==> config.mk <==
export PLATFORM = sky130hd
export DESIGN_NAME = twe_slave
export DESIGN_NICKNAME = d
export VERILOG_FILES = /design/src/logic/twe_pkg.sv /design/src/logic/twe_buf.sv /design/src/logic/twe_slave.sv
export SDC_FILE = /design/constraint.sdc
export NUM_CORES = 1
export LEC_CHECK = 0
export ABC_AREA = 0
export ABC_CLOCK_PERIOD_IN_PS = 7500
export BUFFER_PORTS_ARGS = -buffer_cell sky130_fd_sc_hd__buf_2
export CAP_MARGIN = 5
export CORE_UTILIZATION = 45
export CTS_BUF_LIST = sky130_fd_sc_hd__clkbuf_16
export DETAILED_ROUTE_END_ITERATION = 10
export PLACE_DENSITY = 0.58
export SLEW_MARGIN = 30
export SYNTH_ARGS = -nofsm -noshare
export SYNTH_HDL_FRONTEND = slang
export SYNTH_SLANG_ARGS = --single-unit
export TNS_END_PERCENT = 50
==> constraint.sdc <==
create_clock -name mclk -period 7.5 [get_ports mclk]
set_input_delay 0.375 -clock mclk [delete_from_list [all_inputs] [get_ports mclk]]
set_output_delay 0.375 -clock mclk [all_outputs]
set_load 0.02 [all_outputs]
==> src/logic/twe_pkg.sv <==
package twe_pkg;

    localparam int ADDR_W     = 11;
    localparam int DATA_W     = 8;
    localparam int PAGE_BYTES = 16;
    localparam int PAGE_COUNT = 128;
    localparam int OFS_W      = 4;

    // device address byte fields
    localparam int DEV_TYPE_HI = 7;
    localparam int DEV_TYPE_LO = 4;
    localparam int DEV_HI_MSB  = 3;
    localparam int DEV_HI_LSB  = 1;
    localparam int DEV_RW_BIT  = 0;

    // type code value is arbitrary
    localparam logic [3:0] DEV_TYPE_CODE = 4'h5;

    localparam logic [3:0] BITS_PER_BYTE = 4'h8;

    localparam int CLK_KHZ    = 25000;
    localparam int TWR_US     = 1000;
    localparam int TWR_CYCLES = (TWR_US * CLK_KHZ) / 1000;

    localparam logic [ADDR_W-1:0] ADDR_RESET = 11'h000;

    typedef enum logic [3:0] {
        st_idle,
        st_dev,
        st_dev_ack,
        st_waddr,
        st_waddr_ack,
        st_wdata,
        st_wdata_ack,
        st_rdata,
        st_rack,
        st_prog
    } twe_state_t;

    typedef struct packed {
        logic [ADDR_W-1:0] addr;
        logic [DATA_W-1:0] data;
    } twe_word_t;

endpackage

==> src/logic/twe_buf.sv <==
module twe_buf #(
    parameter int W = 19
) (
    input  wire logic         mclk,
    input  wire logic         rst,
    input  wire logic         in_valid,
    output logic              in_ready,
    input  wire logic [W-1:0] in_data,
    output logic              out_valid,
    input  wire logic         out_ready,
    output logic [W-1:0]      out_data
);

    logic [W-1:0] mem [2];
    logic         wptr;
    logic         rptr;
    logic [1:0]   count;
    logic         push;
    logic         pop;

    assign in_ready  = (count != 2'h2);
    assign out_valid = (count != 2'h0);
    assign out_data  = mem[rptr];
    assign push      = in_valid && in_ready;
    assign pop       = out_valid && out_ready;

    always_ff @(posedge mclk) begin
        if (push) begin
            mem[wptr] <= in_data;
        end
    end

    always_ff @(posedge mclk or posedge rst) begin
        if (rst) begin
            wptr  <= 1'h0;
            rptr  <= 1'h0;
            count <= 2'h0;
        end else begin
            if (push) begin
                wptr <= ~wptr;
            end
            if (pop) begin
                rptr <= ~rptr;
            end
            count <= count + {1'h0, push} - {1'h0, pop};
        end
    end

    chk_buf_holds_word:
    assert property (@(posedge mclk) disable iff (rst)
        out_valid && !out_ready |=> out_valid && $stable(out_data))
        else $error("buffer dropped a stalled word");

endmodule // twe_buf

==> src/logic/twe_slave.sv <==
// Operation
// - sda fall during scl high is start
// - silent until start, start leaves standby
// - sda rise during scl high stops transfer
// - transmitter releases after eighth, receiver acks ninth
// - acknowledger releases sda after ninth clock
// - master nack on read: device releases sda
// - standby on stop, write end, mismatch, nack
// - array is 128 pages of 16 bytes
// - top four bits compared to type code
// - bits three to one give upper address; only write commands load them
// - bit zero one reads, zero writes
// - ack on type match, else nack and standby
// - byte write acks address and one data
// - write stop starts timed cycle, inputs ignored
// - one cycle programs up to 16 row bytes
// - up to fifteen more data bytes acked
// - only low four address bits increment, wrapping; reads step the full address
// - sample on scl rise, drive after fall
// - bytes msb first, ack slot after eight
// - write protect at stop skips programming
module twe_slave #(
    parameter int TWR_CYCLES = twe_pkg::TWR_CYCLES
) (
    input  wire logic                          mclk,
    input  wire logic                          rst,
    input  wire logic                          scl_pin,
    input  wire logic                          sda_pin_in,
    output logic                               sda_pin_out,
    output logic                               sda_pin_oe,
    input  wire logic                          wp_pin,
    output logic [twe_pkg::ADDR_W-1:0]         rd_addr,
    input  wire logic [twe_pkg::DATA_W-1:0]    rd_data,
    output logic                               prog_valid,
    input  wire logic                          prog_ready,
    output twe_pkg::twe_word_t                 prog_word,
    output logic                               busy
);

    logic [2:0]                       scl_sync;
    logic [2:0]                       sda_sync;
    logic [1:0]                       wp_sync;
    logic                             scl_rise;
    logic                             scl_fall;
    logic                             start_ev;
    logic                             stop_ev;
    logic                             sda_now;
    twe_pkg::twe_state_t              state;
    logic [3:0]                       cnt;
    logic [twe_pkg::DATA_W-1:0]       shreg;
    logic [twe_pkg::DATA_W-1:0]       tx;
    logic                             drive_low;
    logic [twe_pkg::ADDR_W-1:0]       addr;
    logic [twe_pkg::DATA_W-1:0]       page [twe_pkg::PAGE_BYTES];
    logic [twe_pkg::PAGE_BYTES-1:0]   mask;
    logic [4:0]                       drain_idx;
    logic [31:0]                      twr_cnt;
    logic                             twr_done;
    logic                             byte_done;
    logic                             type_ok;
    logic                             buf_in_valid;
    logic                             buf_in_ready;
    twe_pkg::twe_word_t               buf_in_word;
    logic [$bits(twe_pkg::twe_word_t)-1:0] buf_out_bits;

    function automatic logic is_recv(input twe_pkg::twe_state_t s);
        return s == twe_pkg::st_dev || s == twe_pkg::st_waddr || s == twe_pkg::st_wdata;
    endfunction

    // two flops then an edge stage on scl and sda, two flops only on wp
    always_ff @(posedge mclk or posedge rst) begin
        if (rst) begin
            scl_sync <= 3'h7;
            sda_sync <= 3'h7;
            wp_sync  <= 2'h0;
        end else begin
            scl_sync <= {scl_sync[1:0], scl_pin};
            sda_sync <= {sda_sync[1:0], sda_pin_in};
            wp_sync  <= {wp_sync[0], wp_pin};
        end
    end

    assign sda_now  = sda_sync[1];
    assign scl_rise = scl_sync[1] && !scl_sync[2];
    assign scl_fall = !scl_sync[1] && scl_sync[2];
    assign start_ev = scl_sync[1] && scl_sync[2] && sda_sync[2] && !sda_sync[1];
    assign stop_ev  = scl_sync[1] && scl_sync[2] && !sda_sync[2] && sda_sync[1];
    assign byte_done = is_recv(state) && scl_fall && cnt == twe_pkg::BITS_PER_BYTE;
    assign type_ok  = shreg[twe_pkg::DEV_TYPE_HI:twe_pkg::DEV_TYPE_LO]
                      == twe_pkg::DEV_TYPE_CODE;
    assign twr_done = twr_cnt >= 32'(TWR_CYCLES - 1);

    assign sda_pin_out = 1'h0;
    assign sda_pin_oe  = drive_low;
    assign rd_addr     = addr;
    assign busy        = state == twe_pkg::st_prog;

    // bus protocol state machine
    always_ff @(posedge mclk or posedge rst) begin
        if (rst) begin
            state     <= twe_pkg::st_idle;
            cnt       <= 4'h0;
            shreg     <= 8'h00;
            tx        <= 8'h00;
            drive_low <= 1'h0;
        end else if (start_ev && state != twe_pkg::st_prog) begin
            state     <= twe_pkg::st_dev;
            cnt       <= 4'h0;
            drive_low <= 1'h0;
        end else if (stop_ev && state != twe_pkg::st_prog) begin
            drive_low <= 1'h0;
            if (state == twe_pkg::st_wdata && |mask && !wp_sync[1]) begin
                state <= twe_pkg::st_prog;
            end else begin
                state <= twe_pkg::st_idle;
            end
        end else begin
            unique case (state)
                twe_pkg::st_idle: begin
                    drive_low <= 1'h0;
                end
                twe_pkg::st_dev, twe_pkg::st_waddr, twe_pkg::st_wdata: begin
                    if (scl_rise) begin
                        shreg <= {shreg[6:0], sda_now};
                        cnt   <= cnt + 4'h1;
                    end else if (byte_done) begin
                        cnt <= 4'h0;
                        if (state == twe_pkg::st_dev && !type_ok) begin
                            state <= twe_pkg::st_idle;
                        end else begin
                            drive_low <= 1'h1;
                            unique case (state)
                                twe_pkg::st_dev:   state <= twe_pkg::st_dev_ack;
                                twe_pkg::st_waddr: state <= twe_pkg::st_waddr_ack;
                                default:           state <= twe_pkg::st_wdata_ack;
                            endcase
                        end
                    end
                end
                twe_pkg::st_dev_ack: begin
                    if (scl_fall) begin
                        cnt <= 4'h0;
                        if (shreg[twe_pkg::DEV_RW_BIT]) begin
                            state     <= twe_pkg::st_rdata;
                            drive_low <= ~rd_data[7];
                            tx        <= {rd_data[6:0], 1'h0};
                        end else begin
                            state     <= twe_pkg::st_waddr;
                            drive_low <= 1'h0;
                        end
                    end
                end
                twe_pkg::st_waddr_ack, twe_pkg::st_wdata_ack: begin
                    if (scl_fall) begin
                        state     <= twe_pkg::st_wdata;
                        drive_low <= 1'h0;
                    end
                end
                twe_pkg::st_rdata: begin
                    if (scl_rise) begin
                        cnt <= cnt + 4'h1;
                    end else if (scl_fall) begin
                        if (cnt == twe_pkg::BITS_PER_BYTE) begin
                            cnt       <= 4'h0;
                            drive_low <= 1'h0;
                            state     <= twe_pkg::st_rack;
                        end else begin
                            drive_low <= ~tx[7];
                            tx        <= {tx[6:0], 1'h0};
                        end
                    end
                end
                twe_pkg::st_rack: begin
                    if (scl_rise && sda_now) begin
                        state <= twe_pkg::st_idle;
                    end else if (scl_fall) begin
                        state     <= twe_pkg::st_rdata;
                        drive_low <= ~rd_data[7];
                        tx        <= {rd_data[6:0], 1'h0};
                    end
                end
                twe_pkg::st_prog: begin
                    drive_low <= 1'h0;
                    if (twr_done && drain_idx[4]) begin
                        state <= twe_pkg::st_idle;
                    end
                end
                default: begin
                    state     <= twe_pkg::st_idle;
                    drive_low <= 1'h0;
                end
            endcase
        end
    end

    // array address counter
    always_ff @(posedge mclk or posedge rst) begin
        if (rst) begin
            addr <= twe_pkg::ADDR_RESET;
        end else if (state != twe_pkg::st_prog) begin
            if (byte_done && state == twe_pkg::st_dev && type_ok
                && !shreg[twe_pkg::DEV_RW_BIT]) begin
                addr[10:8] <= shreg[twe_pkg::DEV_HI_MSB:twe_pkg::DEV_HI_LSB];
            end else if (byte_done && state == twe_pkg::st_waddr) begin
                addr[7:0] <= shreg;
            end else if (byte_done && state == twe_pkg::st_wdata) begin
                addr[3:0] <= addr[3:0] + 4'h1;
            end else if (state == twe_pkg::st_rack && scl_rise && !sda_now) begin
                addr <= addr + 11'h001;
            end
        end
    end

    // page latch: one row of 16 bytes
    always_ff @(posedge mclk) begin
        if (byte_done && state == twe_pkg::st_wdata) begin
            page[addr[3:0]] <= shreg;
        end
    end

    always_ff @(posedge mclk or posedge rst) begin
        if (rst) begin
            mask <= 16'h0000;
        end else if (state == twe_pkg::st_prog) begin
            if (twr_done && drain_idx[4]) begin
                mask <= 16'h0000;
            end
        end else if (start_ev) begin
            mask <= 16'h0000;
        end else if (byte_done && state == twe_pkg::st_wdata) begin
            mask[addr[3:0]] <= 1'h1;
        end
    end

    // timed write cycle and page drain
    always_ff @(posedge mclk or posedge rst) begin
        if (rst) begin
            twr_cnt   <= 32'h0000_0000;
            drain_idx <= 5'h00;
        end else if (state != twe_pkg::st_prog) begin
            twr_cnt   <= 32'h0000_0000;
            drain_idx <= 5'h00;
        end else begin
            if (!twr_done) begin
                twr_cnt <= twr_cnt + 32'h0000_0001;
            end
            if (!drain_idx[4] && (!mask[drain_idx[3:0]] || buf_in_ready)) begin
                drain_idx <= drain_idx + 5'h01;
            end
        end
    end

    assign buf_in_valid = state == twe_pkg::st_prog && !drain_idx[4] && mask[drain_idx[3:0]];
    assign buf_in_word  = '{addr: {addr[10:4], drain_idx[3:0]}, data: page[drain_idx[3:0]]};

    twe_buf #(
        .W ($bits(twe_pkg::twe_word_t))
    ) twe_buf_inst (
        .mclk      (mclk),
        .rst       (rst),
        .in_valid  (buf_in_valid),
        .in_ready  (buf_in_ready),
        .in_data   (buf_in_word),
        .out_valid (prog_valid),
        .out_ready (prog_ready),
        .out_data  (buf_out_bits)
    );

    assign prog_word = twe_pkg::twe_word_t'(buf_out_bits);

    chk_start_wakes_dev:
    assert property (@(posedge mclk) disable iff (rst)
        start_ev && state != twe_pkg::st_prog |=> state == twe_pkg::st_dev && !sda_pin_oe)
        else $error("start did not open a command");

    chk_idle_stays_silent:
    assert property (@(posedge mclk) disable iff (rst)
        state == twe_pkg::st_idle && $past(state) == twe_pkg::st_idle |-> !sda_pin_oe)
        else $error("standby drove sda");

    chk_stop_ends_xfer:
    assert property (@(posedge mclk) disable iff (rst)
        stop_ev && state inside {twe_pkg::st_dev, twe_pkg::st_waddr, twe_pkg::st_rdata}
        |=> state == twe_pkg::st_idle)
        else $error("stop did not return to standby");

    chk_ack_held_high:
    assert property (@(posedge mclk) disable iff (rst)
        state inside {twe_pkg::st_dev_ack, twe_pkg::st_waddr_ack, twe_pkg::st_wdata_ack}
        && !scl_fall |=> sda_pin_oe)
        else $error("ack not held through ninth clock");

    chk_ack_release:
    assert property (@(posedge mclk) disable iff (rst)
        state inside {twe_pkg::st_waddr_ack, twe_pkg::st_wdata_ack} && scl_fall
        && !start_ev && !stop_ev |=> !sda_pin_oe ##1 !sda_pin_oe)
        else $error("ack not released after ninth clock");

    chk_nack_release:
    assert property (@(posedge mclk) disable iff (rst)
        state == twe_pkg::st_rack && scl_rise && sda_now && !stop_ev
        |=> state == twe_pkg::st_idle && !sda_pin_oe)
        else $error("master nack did not release sda");

    chk_type_mismatch:
    assert property (@(posedge mclk) disable iff (rst)
        byte_done && state == twe_pkg::st_dev && !type_ok && !start_ev && !stop_ev
        |=> state == twe_pkg::st_idle && !sda_pin_oe)
        else $error("mismatched type code was acknowledged");

    chk_upper_addr:
    assert property (@(posedge mclk) disable iff (rst)
        byte_done && state == twe_pkg::st_dev && type_ok && !shreg[0]
        && !start_ev && !stop_ev |=> addr[10:8] == $past(shreg[3:1]))
        else $error("upper address bits not taken");

    chk_page_wrap:
    assert property (@(posedge mclk) disable iff (rst)
        byte_done && state == twe_pkg::st_wdata && !start_ev && !stop_ev
        |=> addr[10:4] == $past(addr[10:4])
        && addr[3:0] == 4'($past(addr[3:0]) + 4'h1))
        else $error("page address did not wrap in row");

    chk_prog_no_answer:
    assert property (@(posedge mclk) disable iff (rst)
        state == twe_pkg::st_prog |=> !sda_pin_oe)
        else $error("device answered during write cycle");

    chk_wp_blocks_prog:
    assert property (@(posedge mclk) disable iff (rst)
        stop_ev && wp_sync[1] && state == twe_pkg::st_wdata |=> state == twe_pkg::st_idle)
        else $error("write protect did not block programming");

    chk_prog_min_len:
    assert property (@(posedge mclk) disable iff (rst)
        $fell(busy) |-> $past(twr_cnt) >= 32'(TWR_CYCLES - 1))
        else $error("write cycle ended too early");

endmodule // twe_slave

==> reports/qor_table.md <==
| Group | Quantity | Value |
|---|---|---|
| outcome | Run status | completed |
| sta | Setup total negative slack | 0 ps |
| clock tree | Insertion delay of the later-clocked pin in the worst-skew pair | 530 ps |
| worst setup path | Required time at the endpoint of the critical path | 7120 ps |
| clock tree | TritonCTS buffer count | 28 |
| yosys | Number of storage elements in the synthesis netlist | 266 |
| worst setup path | Family with the most delay on the worst path | simple AND/OR/NAND/NOR gates |
| sta | Final Skew | 18.7 ps |
| global route | Vias in the first global route | 6656 |
| worst setup path | Maximum single-stage delay on the critical path | 790 ps |
| yosys | Total nets after synthesis | 787 |
| sta | Period Utilization, post-route | 50.6% |
| die | Initial core utilization | 46.4% |
| worst setup path | Cell breakdown of the critical path | nor3b_2, nand2_1, inv_1, buf_2 |
| power | Relative contribution of the clock network to total power | 43.9% |
| route | DRC violation count after routing | 0 |
| sta | Highest attainable clock frequency | 0.264 GHz |
| yosys | Netlist area before placement | 11400 sq um |
| sta | Transition time of the tightest slew-check pin | 930 ps |
| yosys | Share of the synthesized area in the top cell type | 43.8% |
| placed design | HPWL after DPL | 14800 um |
| yosys | Top cells by area in the synthesized netlist | sky130_fd_sc_hd__edfxtp_1, sky130_fd_sc_hd__dfrtp_1, sky130_fd_sc_hd__mux4_2 |
| worst hold path | Class of the tightest hold or removal check | in -> reg |
| yosys | Netlist cell types | 66 |
| yosys | Count of warnings emitted by yosys | 0 |
| clock tree | Maximum number of buffers from clock root to sink | 3 |
| final layout | Ant diodes | 0 |
| sta | Max-slew violations | 0 |
| final layout | Sequential cell area | 7500 sq um |
| sta | Final hold violation count | 0 |
| clock tree | Resized Gates After CTS | 0 |
| placed design | Buffers added on ports | 46 |
| worst setup path | Start point of the critical path | state[3] |
| final layout | Share of post-route cells with drive strength above 1 | 22.6% |
| worst setup path | Number of buffer and inverter stages on the critical path | 2 |
| yosys | Most common flop cell mapped by yosys | sky130_fd_sc_hd__edfxtp_1 |
| sta | Fin crit period | 3790 ps |
| global route | Global-route congestion overflow total | 0 |
| power | Share of total power in sequential cells | 52.5% |
| power | Pwr Density | 242 nW/um^2 |
| yosys | Sequential share of the synthesized area | 65.8% |
| clock tree | CTS H-tree depth | 1 |
| global route | Initial antenna violation count | 0 |
| route | Detailed-routing iteration count for the pre-antenna-repair pass | 5 |
| worst setup path | Reg-to-reg startpoint | state[3] |
| yosys | Number of synthesized flops with an enable pin | 166 |
| worst setup path | Worst setup path class | reg -> out |
| final layout | Area of combinational cells with multiple inputs | 3600 sq um |
| yosys | Cell with the most instances after synthesis | sky130_fd_sc_hd__edfxtp_1 |
| global route | Maximum number of pins on one net before global-route repair | 81 |
| worst setup path | Critical-path cell with the highest stage delay | sky130_fd_sc_hd__nor3b_2 |
| power | Logic gate share of total power | 3.6% |
| final layout | Relative area change from synthesis to final layout | 12.5% |
| sta | Worst hold slack after final layout | 99.2 ps |
| route | DRT Wirelength | 23100 um |
| power | Power, Total | 0.00310 W |
| sta | Final setup violating endpoints | 0 |
| die | Number of placement rows | 57 |
| yosys | Share of synthesized registers carrying an async set or reset | 37.6% |
| placed design | Number of placed cells counting well taps | 1091 |
| worst hold path | Hold path cells | 3 |
| route | Wirelength per Cell | 20.2 um |
| sta | Setup repair after global routing missed its margin | false |
| job | # Max-Cap Violations | 0 |
| route | DR vias/cell | 5.65 |
| power | Net switching power | 0.000656 W |
| final layout | Non-filler cells, final | 1147 |
| die | Die Area | 25900 sq um |
| worst setup path | Peak fanout along the critical path | 25 |
| yosys | Gate Count Post-Synth | 760 |
| worst setup path | Critical Path End Type | primary output |
| worst setup path | Data arrival time at the worst-slack endpoint | 3420 ps |
| worst setup path | R2R cell count | 6 |
| route | Number of nets still failing antenna checks after routing | 0 |
| yosys | Biggest area consumer among synthesized cells | sky130_fd_sc_hd__edfxtp_1 |
| clock tree | Root buffer cell | sky130_fd_sc_hd__clkbuf_16 |
| global route | Total routing resource utilization after global routing | 18.4% |
| die | Floorplan Core Area | 24500 sq um |
| worst setup path | Number of cells on the critical path | 4 |
| route | Number of vias in the routed layout | 6478 |
| final layout | Number of nets in the finished design | 828 |
| worst setup path | Setup crit start kind | register |
| final layout | Number of filler instances in the final layout | 2038 |
| power | Internal power | 0.00244 W |
| route | Violation count after the first detailed-routing iteration | 431 |
| sta | Headroom to the max-slew limit | 38.0% |
| global route | First-pass GRT wire length | 37100 um |
| yosys | Commonest cells in the netlist | sky130_fd_sc_hd__edfxtp_1, sky130_fd_sc_hd__dfrtp_1, sky130_fd_sc_hd__nor2_1, sky130_fd_sc_hd__mux4_2, sky130_fd_sc_hd__nand2_1 |
| worst hold path | Hold Path Origin | rd_data[0] |
| clock tree | Clock transition time at the flip-flop clock pins of the worst setup and hold paths | 60 ps |
| die | Die width | 161 um |
| power | VDD IR-drop max | 161 uV |
| placed design | Gpl congestion | 0.879 |
| final layout | Final core utilization | 52.2% |
| yosys | Post-synthesis average cell area | 15.0 sq um |
| power | Total leakage power | 4.93 nW |
| power | Switching Fraction | 21.2% |
| die | IO Pins | 48 |
| die | Die height | 161 um |
| clock tree | CTS tree | built |
| clock tree | Total number of clock tree sinks | 266 |
path summary, 6_finish.rpt:
check	endpoint	slack, ps
worst max register to register	twe_buf_inst.mem[1][14]	3770
worst min-delay path	tx[1]	100
worst min register to register	wp_sync[1]	350
max in group asynchronous	drain_idx[0]	6080
min in group asynchronous	twr_cnt[15]	380
worst max-delay path	busy	3710
state kept, by name (all words and copies together) (netlist names), 3 cells and up:
register	cells
scl_sync	3
drain_idx	5
twr_cnt	32
page	128
mask	16
tx	7
shreg	8
twe_buf_inst.mem	38
rd_addr	11
state	4
sda_sync	3
cnt	4
what timing repair did:
item	4_1_cts	5_1_grt
endpoints found under the hold margin	23	0
setup buffers	0	0
hold buffers	4	0
cell families (layout without fill, tap and decap cells):
logic type | after synthesis | count (layout) | synth area share, %
compound gates | 71 | 71 | 4.21
xor+xnor | 29 | 29 | 2.23
fa+ha+maj | 13 | 13 | 1.43
buf+inv | 63 | 126 | 2.64
flops | 266 | 266 | 65.8
mux | 86 | 86 | 12.8
other cells | 1 | 1 | 0.0329
simple gates | 231 | 231 | 10.8
per-stage QoR:
stage / area, sq um / setup slack [ps]
3_3_place_gp: 11800 / 3960
2_1_floorplan: 11400 / 4520
3_5_place_dp: 11800 / 3740
4_1_cts: 12800 / 3670
5_1_grt: 12800 / 3440
6_report: 12800 / 3710
final cells by class:
class                      count  share of cell area (%)
clock inverter                24                    1.69
multi-input combinational    431                    28.1
inverter                      19                   0.577
tap                          324                    3.17
timing repair buffer          55                    2.43
sequential                   266                    58.6
clock buffer                  28                    5.47
layer usage:
layer | GRT usage [%] | up-vias | part of all wire (%)
met2 | 28.8 | 186 | 46
met3 | 3.13 | 33 | 5.8
met4 | 4.50 | 0 | 1.6
met5 | 0 | - | 0
li1 | - | 2936 | -
met1 | 26.9 | 3323 | 47
power groups by stage:
stage               combinational (W)  clock (W)  sequential [W]
global route                 0.000124    0.00145         0.00163
finish                       0.000111    0.00136         0.00163
CTS                          0.000113    0.00139         0.00163
global placement             0.000106          0         0.00165
detailed placement           0.000110          0         0.00166
floorplan                    0.000104          0         0.00162
worst register-to-register path, delay by kind of cell (launching register included):
family | cells | cell delay, ps
buffers and inverters | 1 | 110
and+or+nand+nor | 5 | 2650
DFF | 1 | 570
cells in the final DEF, fill, tap and decap left out, types with 3 or more instances in the layout:
master and count:
sky130_fd_sc_hd__nor3b_1 3, sky130_fd_sc_hd__mux4_2 41, sky130_fd_sc_hd__and2_1 24, sky130_fd_sc_hd__a31oi_1 5, sky130_fd_sc_hd__clkinv_2 4, sky130_fd_sc_hd__xor2_1 20, sky130_fd_sc_hd__clkbuf_16 28, sky130_fd_sc_hd__bufinv_16 4
sky130_fd_sc_hd__nand3_1 14, sky130_fd_sc_hd__xnor2_1 9, sky130_fd_sc_hd__buf_4 4, sky130_fd_sc_hd__dfstp_2 6, sky130_fd_sc_hd__ha_1 13, sky130_fd_sc_hd__nor3_1 6, sky130_fd_sc_hd__mux2_2 31, sky130_fd_sc_hd__nor2_1 70
sky130_fd_sc_hd__mux2i_1 11, sky130_fd_sc_hd__and3b_1 3, sky130_fd_sc_hd__buf_2 46, sky130_fd_sc_hd__dlygate4sd3_1 4, sky130_fd_sc_hd__inv_1 25, sky130_fd_sc_hd__a21oi_1 12, sky130_fd_sc_hd__nor4_1 10, sky130_fd_sc_hd__o21ai_0 27
sky130_fd_sc_hd__nand4_1 17, sky130_fd_sc_hd__nand2_1 36, sky130_fd_sc_hd__dfrtp_1 92, sky130_fd_sc_hd__and3_1 25, sky130_fd_sc_hd__and4_1 4, sky130_fd_sc_hd__edfxtp_1 166, sky130_fd_sc_hd__mux4_1 3, sky130_fd_sc_hd__clkinv_1 7
sky130_fd_sc_hd__nor2b_1 3
(Power assumes the default switching activity.)
